$ cat src/logic/acrs_pkg.sv
// Package of constants, types and helpers for the converter clock and reference select block
package acrs_pkg;

  // ----------------------------------------------------------------
  // Register offsets
  // ----------------------------------------------------------------
  localparam logic [11:0] ACRS_OFF_REF = 12'h000;
  localparam logic [11:0] ACRS_OFF_DIV = 12'h004;
  localparam logic [11:0] ACRS_OFF_CTL = 12'h008;
  localparam logic [11:0] ACRS_OFF_STS = 12'h00c;

  // ----------------------------------------------------------------
  // Field positions
  // ----------------------------------------------------------------
  localparam int ACRS_REF_PREF_LSB = 0;
  localparam int ACRS_REF_LVL_LSB = 2;
  localparam int ACRS_REF_NREF_BIT = 4;
  localparam int ACRS_DIV_LSB = 0;
  localparam int ACRS_CTL_GO_BIT = 0;
  localparam int ACRS_CTL_SRC_BIT = 4;
  localparam int ACRS_CTL_EN_BIT = 7;
  localparam int ACRS_STS_BUSY_BIT = 0;
  localparam int ACRS_STS_DONE_BIT = 1;
  localparam int ACRS_STS_CNT_LSB = 8;

  // ----------------------------------------------------------------
  // Encodings and reset values
  // ----------------------------------------------------------------
  localparam logic [1:0] ACRS_PREF_SUPPLY = 2'h0;
  localparam logic [1:0] ACRS_PREF_RSVD = 2'h1;
  localparam logic [1:0] ACRS_PREF_PIN = 2'h2;
  localparam logic [1:0] ACRS_PREF_FIXED = 2'h3;
  localparam logic [1:0] ACRS_LVL_1024 = 2'h1;
  localparam logic [1:0] ACRS_LVL_2048 = 2'h2;
  localparam logic [1:0] ACRS_LVL_4096 = 2'h3;
  localparam logic [1:0] ACRS_RST_PREF = 2'h0;
  localparam logic [1:0] ACRS_RST_LVL = 2'h1;
  localparam logic ACRS_RST_NREF = 1'b0;
  localparam logic [5:0] ACRS_RST_DIV = 6'h00;
  localparam logic ACRS_RST_SRC = 1'b0;
  localparam logic ACRS_RST_EN = 1'b0;

  // ----------------------------------------------------------------
  // Timing: 11.5 periods, counted as half periods
  // ----------------------------------------------------------------
  localparam int ACRS_CONV_PER_X10 = 115;
  localparam logic [4:0] ACRS_HALF_TICKS = 5'(ACRS_CONV_PER_X10 * 2 / 10);

  typedef enum logic [2:0] {
    ACRS_ROUTE_PIN = 3'b000,
    ACRS_ROUTE_SUPPLY = 3'b001,
    ACRS_ROUTE_F1024 = 3'b010,
    ACRS_ROUTE_F2048 = 3'b011,
    ACRS_ROUTE_F4096 = 3'b100
  } acrs_route_t;

  typedef enum logic {
    ACRS_IDLE = 1'b0,
    ACRS_CONV = 1'b1
  } acrs_state_t;

  // Reserved select code falls back to the supply rail
  function automatic acrs_route_t acrs_route(input logic [1:0] pref, input logic [1:0] lvl);
    acrs_route_t r;
    r = ACRS_ROUTE_SUPPLY;
    if (pref == ACRS_PREF_PIN) begin
      r = ACRS_ROUTE_PIN;
    end else if (pref == ACRS_PREF_FIXED) begin
      if (lvl == ACRS_LVL_4096) begin
        r = ACRS_ROUTE_F4096;
      end else if (lvl == ACRS_LVL_2048) begin
        r = ACRS_ROUTE_F2048;
      end else begin
        r = ACRS_ROUTE_F1024;
      end
    end
    return r;
  endfunction

  function automatic logic acrs_mapped(input logic [11:0] addr);
    return (addr == ACRS_OFF_REF) || (addr == ACRS_OFF_DIV) || (addr == ACRS_OFF_CTL) || (addr == ACRS_OFF_STS);
  endfunction

endpackage

$ cat src/logic/acrs_clkdiv.sv
// Conversion clock generator: programmable divider or RC oscillator edges
`timescale 1ns/10ps
`default_nettype none
module acrs_clkdiv
  import acrs_pkg::*;
(
  input wire logic pclk,
  input wire logic presetn,
  input wire logic ce,
  input wire logic [5:0] div_sel,
  input wire logic src_rc,
  input wire logic rc_osc,
  output logic half_tick,
  output logic conv_clk
);

  logic [5:0] cnt_q, cnt_d;
  logic rc_prev_q, rc_prev_d;
  logic tick_d, clk_d;

  // ----------------------------------------------------------------
  // Half-period generation
  // ----------------------------------------------------------------
  always_comb begin
    cnt_d = cnt_q;
    rc_prev_d = rc_osc;
    tick_d = 1'b0;
    if (src_rc) begin
      cnt_d = 6'h00;
      tick_d = rc_osc ^ rc_prev_q;
    end else if (cnt_q >= div_sel) begin
      // Compare with >= so a smaller divider never strands the count
      cnt_d = 6'h00;
      tick_d = 1'b1;
    end else begin
      cnt_d = cnt_q + 6'h01;
    end
    clk_d = conv_clk ^ tick_d;
  end

  always_ff @(posedge pclk or negedge presetn) begin
    if (!presetn) begin
      cnt_q <= 6'h00;
      rc_prev_q <= 1'b0;
      half_tick <= 1'b0;
      conv_clk <= 1'b0;
    end else if (ce) begin
      cnt_q <= cnt_d;
      rc_prev_q <= rc_prev_d;
      half_tick <= tick_d;
      conv_clk <= clk_d;
    end
  end
endmodule
`default_nettype wire

$ cat src/logic/acrs_top.sv
// Converter clock and reference select: APB registers, clock choice and conversion timing
`timescale 1ns/10ps
`default_nettype none
module acrs_top
  import acrs_pkg::*;
(
  input wire logic pclk,
  input wire logic presetn,
  input wire logic ce,
  input wire logic psel,
  input wire logic penable,
  input wire logic pwrite,
  input wire logic [11:0] paddr,
  input wire logic [31:0] pwdata,
  output logic [31:0] prdata,
  output logic pready,
  output logic pslverr,
  input wire logic rc_osc,
  output logic [2:0] pos_ref_route,
  output logic neg_ref_pin,
  output logic conv_clk,
  output logic conv_busy,
  output logic conv_done
);

  // ----------------------------------------------------------------
  // Declarations
  // ----------------------------------------------------------------
  logic setup, wr, half_tick, take;
  logic [31:0] prdata_d;
  logic pready_d, pslverr_d;
  // Software copies
  logic [1:0] pref_q, pref_d, lvl_q, lvl_d;
  logic nref_q, nref_d, src_q, src_d, en_q, en_d, go_q, go_d, done_flag_q, done_flag_d;
  logic [5:0] div_q, div_d;
  // Active copies, as seen by the conversion clock
  logic [1:0] act_pref_q, act_pref_d, act_lvl_q, act_lvl_d;
  logic act_nref_q, act_nref_d, act_src_q, act_src_d;
  logic [5:0] act_div_q, act_div_d;
  // Conversion sequencing
  acrs_state_t state_q, state_d;
  logic [4:0] half_cnt_q, half_cnt_d;
  logic [2:0] route_d;
  logic busy_d, done_d;

  // ----------------------------------------------------------------
  // APB slave
  // ----------------------------------------------------------------
  // Zero wait states: pready rises in the access cycle that follows each setup
  assign setup = psel & ~penable;
  assign wr = psel & penable & pready & pwrite;

  always_comb begin
    prdata_d = prdata;
    pready_d = setup;
    pslverr_d = 1'b0;
    if (setup) begin
      prdata_d = 32'h0000_0000;
      pslverr_d = ~acrs_mapped(paddr);
      unique case (paddr)
        ACRS_OFF_REF: begin
          prdata_d[ACRS_REF_PREF_LSB +: 2] = pref_q;
          prdata_d[ACRS_REF_LVL_LSB +: 2] = lvl_q;
          prdata_d[ACRS_REF_NREF_BIT] = nref_q;
        end
        ACRS_OFF_DIV: begin
          prdata_d[ACRS_DIV_LSB +: 6] = div_q;
        end
        ACRS_OFF_CTL: begin
          prdata_d[ACRS_CTL_GO_BIT] = go_q;
          prdata_d[ACRS_CTL_SRC_BIT] = src_q;
          prdata_d[ACRS_CTL_EN_BIT] = en_q;
        end
        ACRS_OFF_STS: begin
          prdata_d[ACRS_STS_BUSY_BIT] = conv_busy;
          prdata_d[ACRS_STS_DONE_BIT] = done_flag_q;
          prdata_d[ACRS_STS_CNT_LSB +: 5] = half_cnt_q;
        end
        default: begin
          prdata_d = 32'h0000_0000;
        end
      endcase
    end
  end

  always_ff @(posedge pclk or negedge presetn) begin
    if (!presetn) begin
      prdata <= 32'h0000_0000;
      pready <= 1'b0;
      pslverr <= 1'b0;
    end else if (ce) begin
      prdata <= prdata_d;
      pready <= pready_d;
      pslverr <= pslverr_d;
    end
  end

  // ----------------------------------------------------------------
  // Software-visible control
  // ----------------------------------------------------------------
  always_comb begin
    pref_d = pref_q;
    lvl_d = lvl_q;
    nref_d = nref_q;
    div_d = div_q;
    src_d = src_q;
    en_d = en_q;
    go_d = go_q & ~take;
    done_flag_d = done_flag_q;
    if (wr && paddr == ACRS_OFF_REF) begin
      pref_d = pwdata[ACRS_REF_PREF_LSB +: 2];
      lvl_d = pwdata[ACRS_REF_LVL_LSB +: 2];
      nref_d = pwdata[ACRS_REF_NREF_BIT];
    end
    if (wr && paddr == ACRS_OFF_DIV) begin
      div_d = pwdata[ACRS_DIV_LSB +: 6];
    end
    if (wr && paddr == ACRS_OFF_CTL) begin
      src_d = pwdata[ACRS_CTL_SRC_BIT];
      en_d = pwdata[ACRS_CTL_EN_BIT];
      go_d = go_d | pwdata[ACRS_CTL_GO_BIT];
    end
    if (wr && paddr == ACRS_OFF_STS && pwdata[ACRS_STS_DONE_BIT]) begin
      done_flag_d = 1'b0;
    end
    // A completion in the clearing cycle wins over the clear
    if (done_d) begin
      done_flag_d = 1'b1;
    end
  end

  always_ff @(posedge pclk or negedge presetn) begin
    if (!presetn) begin
      pref_q <= ACRS_RST_PREF;
      lvl_q <= ACRS_RST_LVL;
      nref_q <= ACRS_RST_NREF;
      div_q <= ACRS_RST_DIV;
      src_q <= ACRS_RST_SRC;
      en_q <= ACRS_RST_EN;
      go_q <= 1'b0;
      done_flag_q <= 1'b0;
    end else if (ce) begin
      pref_q <= pref_d;
      lvl_q <= lvl_d;
      nref_q <= nref_d;
      div_q <= div_d;
      src_q <= src_d;
      en_q <= en_d;
      go_q <= go_d;
      done_flag_q <= done_flag_d;
    end
  end

  // ----------------------------------------------------------------
  // Transfer into the conversion clock
  // ----------------------------------------------------------------
  // Settings move only on a conversion clock edge and only between
  // conversions, so a running conversion keeps its timing and references.
  // On the RC source this adds up to a full RC half period of delay, and
  // a stopped RC oscillator holds the old settings until it runs again.
  always_comb begin
    act_pref_d = act_pref_q;
    act_lvl_d = act_lvl_q;
    act_nref_d = act_nref_q;
    act_div_d = act_div_q;
    act_src_d = act_src_q;
    if (half_tick && state_q == ACRS_IDLE) begin
      act_pref_d = pref_q;
      act_lvl_d = lvl_q;
      act_nref_d = nref_q;
      act_div_d = div_q;
      act_src_d = src_q;
    end
    route_d = acrs_route(act_pref_q, act_lvl_q);
  end

  always_ff @(posedge pclk or negedge presetn) begin
    if (!presetn) begin
      act_pref_q <= ACRS_RST_PREF;
      act_lvl_q <= ACRS_RST_LVL;
      act_nref_q <= ACRS_RST_NREF;
      act_div_q <= ACRS_RST_DIV;
      act_src_q <= ACRS_RST_SRC;
      pos_ref_route <= ACRS_ROUTE_SUPPLY;
      neg_ref_pin <= ACRS_RST_NREF;
    end else if (ce) begin
      act_pref_q <= act_pref_d;
      act_lvl_q <= act_lvl_d;
      act_nref_q <= act_nref_d;
      act_div_q <= act_div_d;
      act_src_q <= act_src_d;
      pos_ref_route <= route_d;
      neg_ref_pin <= act_nref_q;
    end
  end

  acrs_clkdiv u_clkdiv (
    .pclk(pclk),
    .presetn(presetn),
    .ce(ce),
    .div_sel(act_div_q),
    .src_rc(act_src_q),
    .rc_osc(rc_osc),
    .half_tick(half_tick),
    .conv_clk(conv_clk)
  );

  // ----------------------------------------------------------------
  // Conversion sequencing
  // ----------------------------------------------------------------
  // Divider and period limits are not checked here; software must keep
  // the period inside the converter's timing window.
  assign take = (state_q == ACRS_IDLE) && half_tick && go_q && en_q;

  always_comb begin
    state_d = state_q;
    half_cnt_d = half_cnt_q;
    done_d = 1'b0;
    unique case (state_q)
      ACRS_IDLE: begin
        if (take) begin
          state_d = ACRS_CONV;
          half_cnt_d = 5'h00;
        end
      end
      ACRS_CONV: begin
        if (!en_q) begin
          // Disabling aborts without a completion
          state_d = ACRS_IDLE;
        end else if (half_tick) begin
          if (half_cnt_q == ACRS_HALF_TICKS - 5'h01) begin
            state_d = ACRS_IDLE;
            done_d = 1'b1;
          end
          half_cnt_d = half_cnt_q + 5'h01;
        end
      end
    endcase
    busy_d = (state_d == ACRS_CONV);
  end

  always_ff @(posedge pclk or negedge presetn) begin
    if (!presetn) begin
      state_q <= ACRS_IDLE;
      half_cnt_q <= 5'h00;
      conv_busy <= 1'b0;
      conv_done <= 1'b0;
    end else if (ce) begin
      state_q <= state_d;
      half_cnt_q <= half_cnt_d;
      conv_busy <= busy_d;
      conv_done <= done_d;
    end
  end
endmodule
`default_nettype wire

$ cat config.mk
export PLATFORM = sky130hd
export DESIGN_NAME = acrs_top
export DESIGN_NICKNAME = d
export VERILOG_FILES = /design/src/logic/acrs_pkg.sv /design/src/logic/acrs_clkdiv.sv /design/src/logic/acrs_top.sv
export SDC_FILE = /design/constraint.sdc
export NUM_CORES = 1
export LEC_CHECK = 0
export BUFFER_PORTS_ARGS = -buffer_cell sky130_fd_sc_hd__buf_2
export CELL_PAD_IN_SITES_DETAIL_PLACEMENT = 1
export CELL_PAD_IN_SITES_GLOBAL_PLACEMENT = 1
export CORE_ASPECT_RATIO = 0.9
export CORE_MARGIN = 5
export CORE_UTILIZATION = 44
export CTS_BUF_LIST = sky130_fd_sc_hd__clkbuf_8
export DETAILED_ROUTE_END_ITERATION = 6
export GPL_TIMING_DRIVEN = 0
export PLACE_DENSITY = 0.85
export SLEW_MARGIN = 5
export SYNTH_ARGS = -nofsm -noshare
export SYNTH_HDL_FRONTEND = slang
export SYNTH_HIERARCHICAL = 1
export SYNTH_SLANG_ARGS = --single-unit
$ cat constraint.sdc
create_clock -name pclk -period 4 [get_ports pclk]
set_input_delay 0 -clock pclk [delete_from_list [all_inputs] [get_ports pclk]]
set_output_delay 0 -clock pclk [all_outputs]
set_load 0.02 [all_outputs]
* Word level (Yosys, flattened, before mapping)
Cells that the tools add are included.
** Storage, ports and cells
- Register bits after elaboration :: 61
- Bits of input ports :: 51
- Output and inout port bits :: 41
** Cells by class
- Add/sub/neg operators :: 2
- Order comparisons :: 1
- Equality and inequality tests :: 11
- Muxes and demuxes :: 32
- Bitwise operators :: 12
- Reductions and logical operators :: 20
** Operator list (count)
- $eq A12 B4 Y1 const B :: 2
- $mux W5 :: 4
- $mux W1 :: 17
- $eq A12 B3 Y1 const B :: 1
- $logic_not A12 Y1 :: 1
- $mux W6 :: 2
- $reduce_and A2 Y1 :: 6
- $pmux W5 S2 :: 1
- $mux W3 :: 3
- $eq A2 B2 Y1 const B :: 4
- $logic_and A1 B1 Y1 :: 8
- $add A6 B1 Y6 const B :: 1
- $ge A6 B6 Y1 :: 1
- $pmux W1 S3 :: 2
- $add A5 B1 Y5 const B :: 1
- $and A1 B1 Y1 :: 5
- $eq A5 B5 Y1 const B :: 1
- $ne A2 B2 Y1 const B :: 2
- $not A1 Y1 :: 4
- $pmux W1 S4 :: 1
- $pmux W2 S2 :: 1
- $reduce_and A4 Y1 :: 1
- $logic_or A1 B1 Y1 :: 3
- $ne A2 B1 Y1 const B :: 1
- other kinds (4) :: 5

* Longest topological paths before layout
Gate-level depths: netlist (run 1).
- Depth after elaboration :: 8
- Mapped depth :: 6
- Depth with buffers taken out :: 6

* Modules after synthesis
Netlist (run 1), hierarchy kept.
** By module, submodules not included
- acrs_top :: instances 1, cells each 232, area each 2497.4 µm², sequential area each 1305.0 µm²
- acrs_clkdiv :: instances 1, cells each 59, area each 600.6 µm², sequential area each 225.2 µm²

* Worst setup path before layout (run 1)
No wires, ideal clock.
- Path type :: reg2reg
- Start :: reg u_clkdiv.cnt_q[0]
- End :: reg u_clkdiv.conv_clk
- Setup time :: 0.138 ns
- Arrival time :: 1.670 ns
- Data required time :: 3.862 ns
- Slack :: 2.192 ns
- Cell stages (with the launch flop) :: 7
- Cell sequence :: dfrtp_1 -> inv_1 -> ha_1 -> or3b_2 -> a211oi_4 -> nor3b_1 -> xor2_1
** On the way
- Word-level cells in the longest chain between the ends :: 4
** RTL lines
- start: declaration :: RTL line acrs_clkdiv.sv:17 : logic [5:0] cnt_q, cnt_d;
- start signal: assignment :: RTL line acrs_clkdiv.sv:48 : cnt_q <= cnt_d;
- $ge A6 B6 Y1 :: RTL line acrs_clkdiv.sv:31 : end else if (cnt_q >= div_sel) begin
- $mux W1 :: RTL line acrs_clkdiv.sv:31
- $mux W1 :: RTL line acrs_clkdiv.sv:28 : if (src_rc) begin
- $xor A1 B1 Y1 :: RTL line acrs_clkdiv.sv:38 : clk_d = conv_clk ^ tick_d;
- end signal: assignment :: RTL line acrs_clkdiv.sv:51 : conv_clk <= clk_d;
- end: declaration :: RTL line acrs_clkdiv.sv:14 : output logic conv_clk
Every way passes these cells.
A chain may end at the register's enable or synchronous reset.

* Worst setup path in the final report (run 1)
Ends and elaborated chain as after synthesis.

==> impl_metrics.csv, run 1 <==
group,metric,value,unit
sta,tns,0,ns
cts,clk_pin_slew,0.07,ns
global_routing,grt_pass1_wl,12700,um
sta,fin_crit,1.99,ns
cts,clock_path_buffers,2,
run_status,status,"finished clean",
global_routing,antenna_found_initial,0,
setup_path,critPathCaptureType,"flip-flop",
synthesis,synth_seq_cells,61,
sta,fin_crit_sh,0.497,
placed_design,globalplace.congestion,0.776,
floorplan,core,6970,um2
power,finalPower,1.23,mW
cts,root_buffer,"clkbuf_8",
floorplan,initial_core_util,0.445,
global_routing,grt_overflow,0,
final_layout,area_delta_synth_final,22.0,%
placed_design,port_buffers,46,
synthesis,synth-warning-count,6,
cts,cts_setup_buffers,0,
power,p_leak,1.96,nW
final_layout,fin_util,0.543,
cts,cts.sinks,61,
setup_path,critPathMaxStageDelay,0.47,ns
cts,numCtsBuffers,9,
hold_path,holdPathStages,4,
setup_path,cp-start-kind,"flip-flop",
synthesis,synthArstFlopShare,1.00,
setup_path,r2r_slack,2.01,ns
setup_path,cp.required,4.20,ns
floorplan,fp.dieW,98.5,um
synthesis,syn_avg_cell_area,10.6,um2
setup_path,crit_slowest_cell,"or3b_2",
hold_path,min_path_type,"in2reg",
setup_path,reg2reg_depth,6,
setup_path,crit_buf_inv,1,
setup_path,worstPathCellList,"inv_1 -> ha_1 -> or3b_2 -> a211oi_4 -> nor3b_1 -> xor2_1",
power,power.density,325,nW/um2
global_routing,grt_use_total,0.184,
cts,ctsResizeCount,0,
synthesis,synth_edf_count,0,
hold_path,worstHoldEndpoint,"prdata[7]$_DFFE_PN0P_",
floorplan,dieArea,8820,um2
drt,dr.pass1.iters,4,
final_layout,nFillCells,812,
cts,cts_htree_levels,3,
cts,clock_latency,0.34,ns
setup_path,timing.rr.end,"u_clkdiv/conv_clk$_DFFE_PN0P_",
sta,fmax,503,MHz
setup_path,cp_max_fo,5,
drt,drt_iter0_markers,48,
sta,finalClockSkew,0.00880,ns
sta,finalHoldViolCount,0,
hold_path,min_from,"paddr[2]",
drt,wl_per_cell,15.8,um
setup_path,worstSetupPathType,"reg2reg",
floorplan,rows,29,
placed_design,dp_slack,2.04,ns
sta,rsz0062_at_grt,"no",
floorplan,die_h,89.6,um
final_layout,nets,436,
final_layout,drive_above_1_share,0.297,
sta,worst_pin_slew,0.790,ns
sta,setup_viol,0,
power,peakVddDrop,0.000230,V
cts,cts_tree,"built",
placed_design,hpwlAfterDp,5540,um
drt,vias_per_cell,5.01,
drt,vias,2377,
drt,ant_nets,0,
synthesis,yosysUniqueCellTypes,49,
floorplan,io_pins,92,
sta,slew_headroom,0.473,
final_layout,diodes,0,
drt,drc_errors,0,
setup_path,arrival,2.19,ns
synthesis,syn_inst,291,
synthesis,synth_seq_area_share,0.494,
flow_run,drv_cap,0,
global_routing,grt_pass1_vias,2569,
final_layout,fin_area,3780,um2
sta,drv_slew,0,
placed_design,placed_cell_area,3520,um2
global_routing,grt_max_degree,62,
setup_path,reg2reg_from,"u_clkdiv/cnt_q[0]$_DFFE_PN0P_",
setup_path,cp_top_family,"simple AND/OR/NAND/NOR gates",
drt,wl,7510,um
synthesis,syn-cell-area,3100,um2
sta,setup_ws,2.01,ns
synthesis,synthFlopType,"dfrtp_1",
layer usage:
metal | track usage | share of wire | vias to the layer above
li1 | - | - | 1130
met5 | 0 | 0 | -
met4 | 0.0496 | 0.011 | 0
met2 | 0.312 | 0.48 | 65
met1 | 0.231 | 0.45 | 1171
met3 | 0.0587 | 0.057 | 11
synth_stat cells (3+ instances only):
cell / instances / area share
nand4_1: 6 / 0.012
nor4_4: 3 / 0.021
nor3_1: 3 / 0.0048
nor2_1: 9 / 0.011
mux2_4: 6 / 0.029
a31oi_1: 4 / 0.0081
clkbuf_1: 9 / 0.011
inv_1: 15 / 0.018
xor2_1: 5 / 0.014
dfrtp_1: 58 / 0.47
a22o_1: 6 / 0.017
mux2i_1: 5 / 0.016
o31ai_1: 4 / 0.0097
nand3_1: 5 / 0.0081
dfstp_2: 3 / 0.025
mux2_2: 10 / 0.036
buf_4: 20 / 0.048
nand3b_1: 3 / 0.0073
and3_1: 3 / 0.0061
nand2_1: 58 / 0.070
a21oi_1: 4 / 0.0065
ha_1: 9 / 0.036
o21ai_0: 11 / 0.018
a21o_1: 3 / 0.0073
report_power, final:
part	switching, mW	internal [mW]
clock	0.227	0.249
combinational	0.0772	0.0449
sequential	0.00611	0.626
total	0.311	0.919
per-stage QoR:
step,std cells,hold slack [ns]
floorplan,310,-0.296
global placement,449,0.236
detailed placement,449,0.135
CTS,474,0.0136
global route,474,0.0326
finish,474,0.0267
tightest hold or removal path, stage by stage:
cell     delay (ns)
buf_2          0.13
nor2b_1        0.07
nand2_1        0.07
o31ai_1        0.06
cell type report:
class	instances	area [um2]	area share
flip-flops and latches	61	1530	0.405
clock inverters	5	20.0	0.00530
repair buffers	55	323	0.0854
inverters	15	56.3	0.0149
clock buffers	11	151	0.0401
well taps	93	116	0.0308
plain buffers	30	195	0.0516
multi-input cells	204	1390	0.367
registers in the layout (all words and copies together) (netlist names), 2 cells and up:
name and flops:
act_div_q 6, act_lvl_q 2, act_pref_q 2, div_q 6, half_cnt_q 5, lvl_q 2
pos_ref_route 3, prdata 12, pref_q 2, u_clkdiv/cnt_q 6
kinds of logic after synthesis:
kind of cell	share of synthesized area
XOR/XNOR	0.0198
AO/OA/AOI/OAI	0.107
AND/OR/NAND/NOR	0.179
other	0.00121
buffers and inverters	0.0812
multiplexers	0.0816
adder cells (fa/ha/maj)	0.0363
flip-flops	0.494
worst max path at each step:
stage	endpoint	depth (start not counted)	startpoint
global route	u_clkdiv/conv_clk$_DFFE_PN0P_	6	u_clkdiv/cnt_q[0]$_DFFE_PN0P_
finish	u_clkdiv/conv_clk$_DFFE_PN0P_	6	u_clkdiv/cnt_q[0]$_DFFE_PN0P_
CTS	u_clkdiv/conv_clk$_DFFE_PN0P_	6	u_clkdiv/cnt_q[0]$_DFFE_PN0P_
floorplan	u_clkdiv/conv_clk$_DFFE_PN0P_	6	u_clkdiv/cnt_q[0]$_DFFE_PN0P_
detailed placement	u_clkdiv/conv_clk$_DFFE_PN0P_	5	u_clkdiv/cnt_q[4]$_DFFE_PN0P_
global placement	u_clkdiv/conv_clk$_DFFE_PN0P_	6	u_clkdiv/cnt_q[0]$_DFFE_PN0P_
placed cells by master (no fill, tap or decap), types with 10 or more instances in the layout:
| cell type | netlist | layout |
|---|---|---|
| nand2_1 | 58 | 58 |
| mux2_2 | 10 | 10 |
| dfrtp_1 | 58 | 58 |
| o21ai_0 | 11 | 11 |
| clkbuf_8 | 0 | 11 |
| buf_2 | 0 | 45 |
| buf_4 | 20 | 21 |
| inv_1 | 15 | 19 |
| conb_1 | 1 | 20 |
repair_timing:
item,4_1_cts,5_1_grt
endpoints found under the setup margin,0,0
hold buffers,9,0
hold endpoints to repair,73,0
Power figures use the tool's default switching activity.
==> run 2: changes to the inputs <==
Settings changed: CORE_UTILIZATION 44 to 37, PLACE_DENSITY 0.85 to 0.76.
Clock period 4 ns to 1.8 ns, I/O delays scaled along.
==> impl_metrics.csv, run 2 (synthesis gave the netlist of run 1 again) <==
group,metric,value,unit
run_status,status,"finished with violations",
run_status,violations,"negative setup slack",
sta,setup_viol,8,
power,clockPowerShare,0.391,
final_layout,fin_area,3910,um2
cts,numCtsBuffers,9,
global_routing,grt_use_total,0.152,
final_layout,nFillCells,911,
cts,clk_pin_slew,0.07,ns
floorplan,fp.dieW,106,um
power,power.share.sequential,0.509,
final_layout,drive_above_1_share,0.338,
sta,fin_crit_sh,1.05,
placed_design,hpwlAfterDp,5400,um
setup_path,cp_max_fo,2,
power,combPwrFrac,0.100,
drt,vias_per_cell,4.91,
sta,setup_ws,-0.0969,ns
sta,holdWs,0.0670,ns
drt,drt_iter0_markers,88,
sta,slew_headroom,0.483,
placed_design,placed_cell_area,3530,um2
cts,clock_latency,0.35,ns
setup_path,arrival,2.12,ns
cts,cts_htree_levels,3,
sta,drv_slew,0,
global_routing,grt_max_degree,62,
power,finalPower,2.76,mW
sta,fin_crit,1.90,ns
final_layout,largest_reg_flops,12,
global_routing,grt_overflow,0,
drt,vias,2393,
power,p_leak,1.98,nW
floorplan,die_h,96.8,um
hold_path,min_path_type,"in2reg",
sta,fmax,527,MHz
hold_path,min_from,"paddr[0]",
global_routing,antenna_found_initial,0,
final_layout,area_delta_synth_final,26.3,%
drt,dr.pass1.iters,4,
setup_path,cp.required,2.02,ns
floorplan,dieArea,10300,um2
drt,wl_per_cell,15.3,um
drt,drc_errors,0,
hold_path,holdPathStages,4,
floorplan,core,8110,um2
setup_path,timing.rr.end,"u_clkdiv/conv_clk$_DFFE_PN0P_",
setup_path,reg2reg_depth,6,
final_layout,regMostFlops,"prdata",
power,peakVddDrop,0.000282,V
setup_path,cp-start-kind,"flip-flop",
hold_path,worstHoldEndpoint,"prdata[7]$_DFFE_PN0P_",
placed_design,dp_slack,-0.134,ns
placed_design,port_buffers,46,
floorplan,rows,31,
setup_path,reg2reg_from,"u_clkdiv/cnt_q[3]$_DFFE_PN0P_",
sta,worst_pin_slew,0.775,ns
placed_design,globalplace.congestion,0.776,
power,cellInternalPower,1.99,mW
flow_run,drv_cap,0,
sta,finalClockSkew,0.0103,ns
floorplan,initial_core_util,0.382,
setup_path,critPathCaptureType,"flip-flop",
final_layout,seqCellArea,1530,um2
cts,clock_path_buffers,2,
global_routing,grt_pass1_vias,2558,
final_layout,nets,443,
power,power.density,704,nW/um2
global_routing,grt_pass1_wl,12700,um
cts,cts_tree,"built",
final_layout,layout_common_cells,"58 x nand2_1, 58 x dfrtp_1, 45 x buf_2, 25 x buf_4, 20 x conb_1",
final_layout,diodes,0,
cts,root_buffer,"clkbuf_8",
floorplan,io_pins,92,
setup_path,r2r_slack,-0.1,ns
power,switchingPower,0.764,mW
sta,tns,-0.553,ns
sta,finalHoldViolCount,0,
cts,cts.sinks,61,
setup_path,worstSetupPathType,"reg2reg",
sta,rsz0062_at_grt,"yes",
drt,wl,7450,um
drt,ant_nets,0,
final_layout,multi_input_area,1450,um2
power,switching_share,0.277,
-- run 2: changes by cell type in the layout (fill, tap and decap cells not counted), moves of 2 or more --
cell	delta
buf_4	+4
inv_1	-4
clkinvlp_4	+3
a21oi_1	-2
a21oi_2	+2
buf_6	+2
clkbuf_8	-2
ha_1	-2
ha_2	+2
-- run 2: how the worst max path moves through the flow --
stage	cells past startpoint	from	endpoint
2_1_floorplan	5	pready$_DFFE_PN0P_	div_q[0]$_DFFE_PN0P_
3_3_place_gp	5	u_clkdiv/cnt_q[4]$_DFFE_PN0P_	u_clkdiv/half_tick$_DFFE_PN0P_
3_5_place_dp	5	u_clkdiv/cnt_q[4]$_DFFE_PN0P_	u_clkdiv/conv_clk$_DFFE_PN0P_
4_1_cts	6	u_clkdiv/cnt_q[3]$_DFFE_PN0P_	u_clkdiv/conv_clk$_DFFE_PN0P_
5_1_grt	6	u_clkdiv/cnt_q[3]$_DFFE_PN0P_	u_clkdiv/conv_clk$_DFFE_PN0P_
6_report	6	u_clkdiv/cnt_q[3]$_DFFE_PN0P_	u_clkdiv/conv_clk$_DFFE_PN0P_
-- run 2: worst max-delay path, stage by stage, from the launching register on --
cell and delay (ns):
dfrtp_1 0.40, ha_2 0.17, or4_4 0.57, a211oi_4 0.29, buf_6 0.15, nor3b_4 0.04, xor2_1 0.16
-- run 2: per-stage QoR --
stage	cells	utilization
final	487	0.482
after global placement	455	0.436
after detailed placement	455	0.436
after floorplan	310	-
after global routing	487	0.482
after CTS	485	0.476
-- run 2: final cells by class --
class,instances,area share
Buffer,30,0.0499
Clock buffer,9,0.0317
Clock inverter,7,0.0128
Inverter,15,0.0144
Multi-Input combinational cell,204,0.370
Sequential cell,61,0.391
Tap cell,99,0.0317
Timing Repair Buffer,62,0.0985
-- run 2: power by group through the flow --
| stage | clock (mW) | combinational (mW) | sequential, mW |
|---|---|---|---|
| global placement | 0 | 0.251 | 1.43 |
| floorplan | 0 | 0.132 | 1.45 |
| global route | 1.17 | 0.304 | 1.41 |
| finish | 1.08 | 0.275 | 1.40 |
| detailed placement | 0 | 0.257 | 1.43 |
| CTS | 1.11 | 0.274 | 1.40 |
-- run 2: what timing repair did --
action	4_1_cts	5_1_grt
hold buffers	10	0
setup buffers	4	2
setup endpoints to repair	8	17
endpoints found under the hold margin	74	0
pin swaps	2	5
resized for setup	5	9
-- run 2: layer usage --
layer  vias up  wire, um  global-route usage
li1       1145         -                   -
met1      1178      3510               0.202
met5         -         0                   0
met4         0        17              0.0265
met2        68      3490               0.241
met3         2       444              0.0579
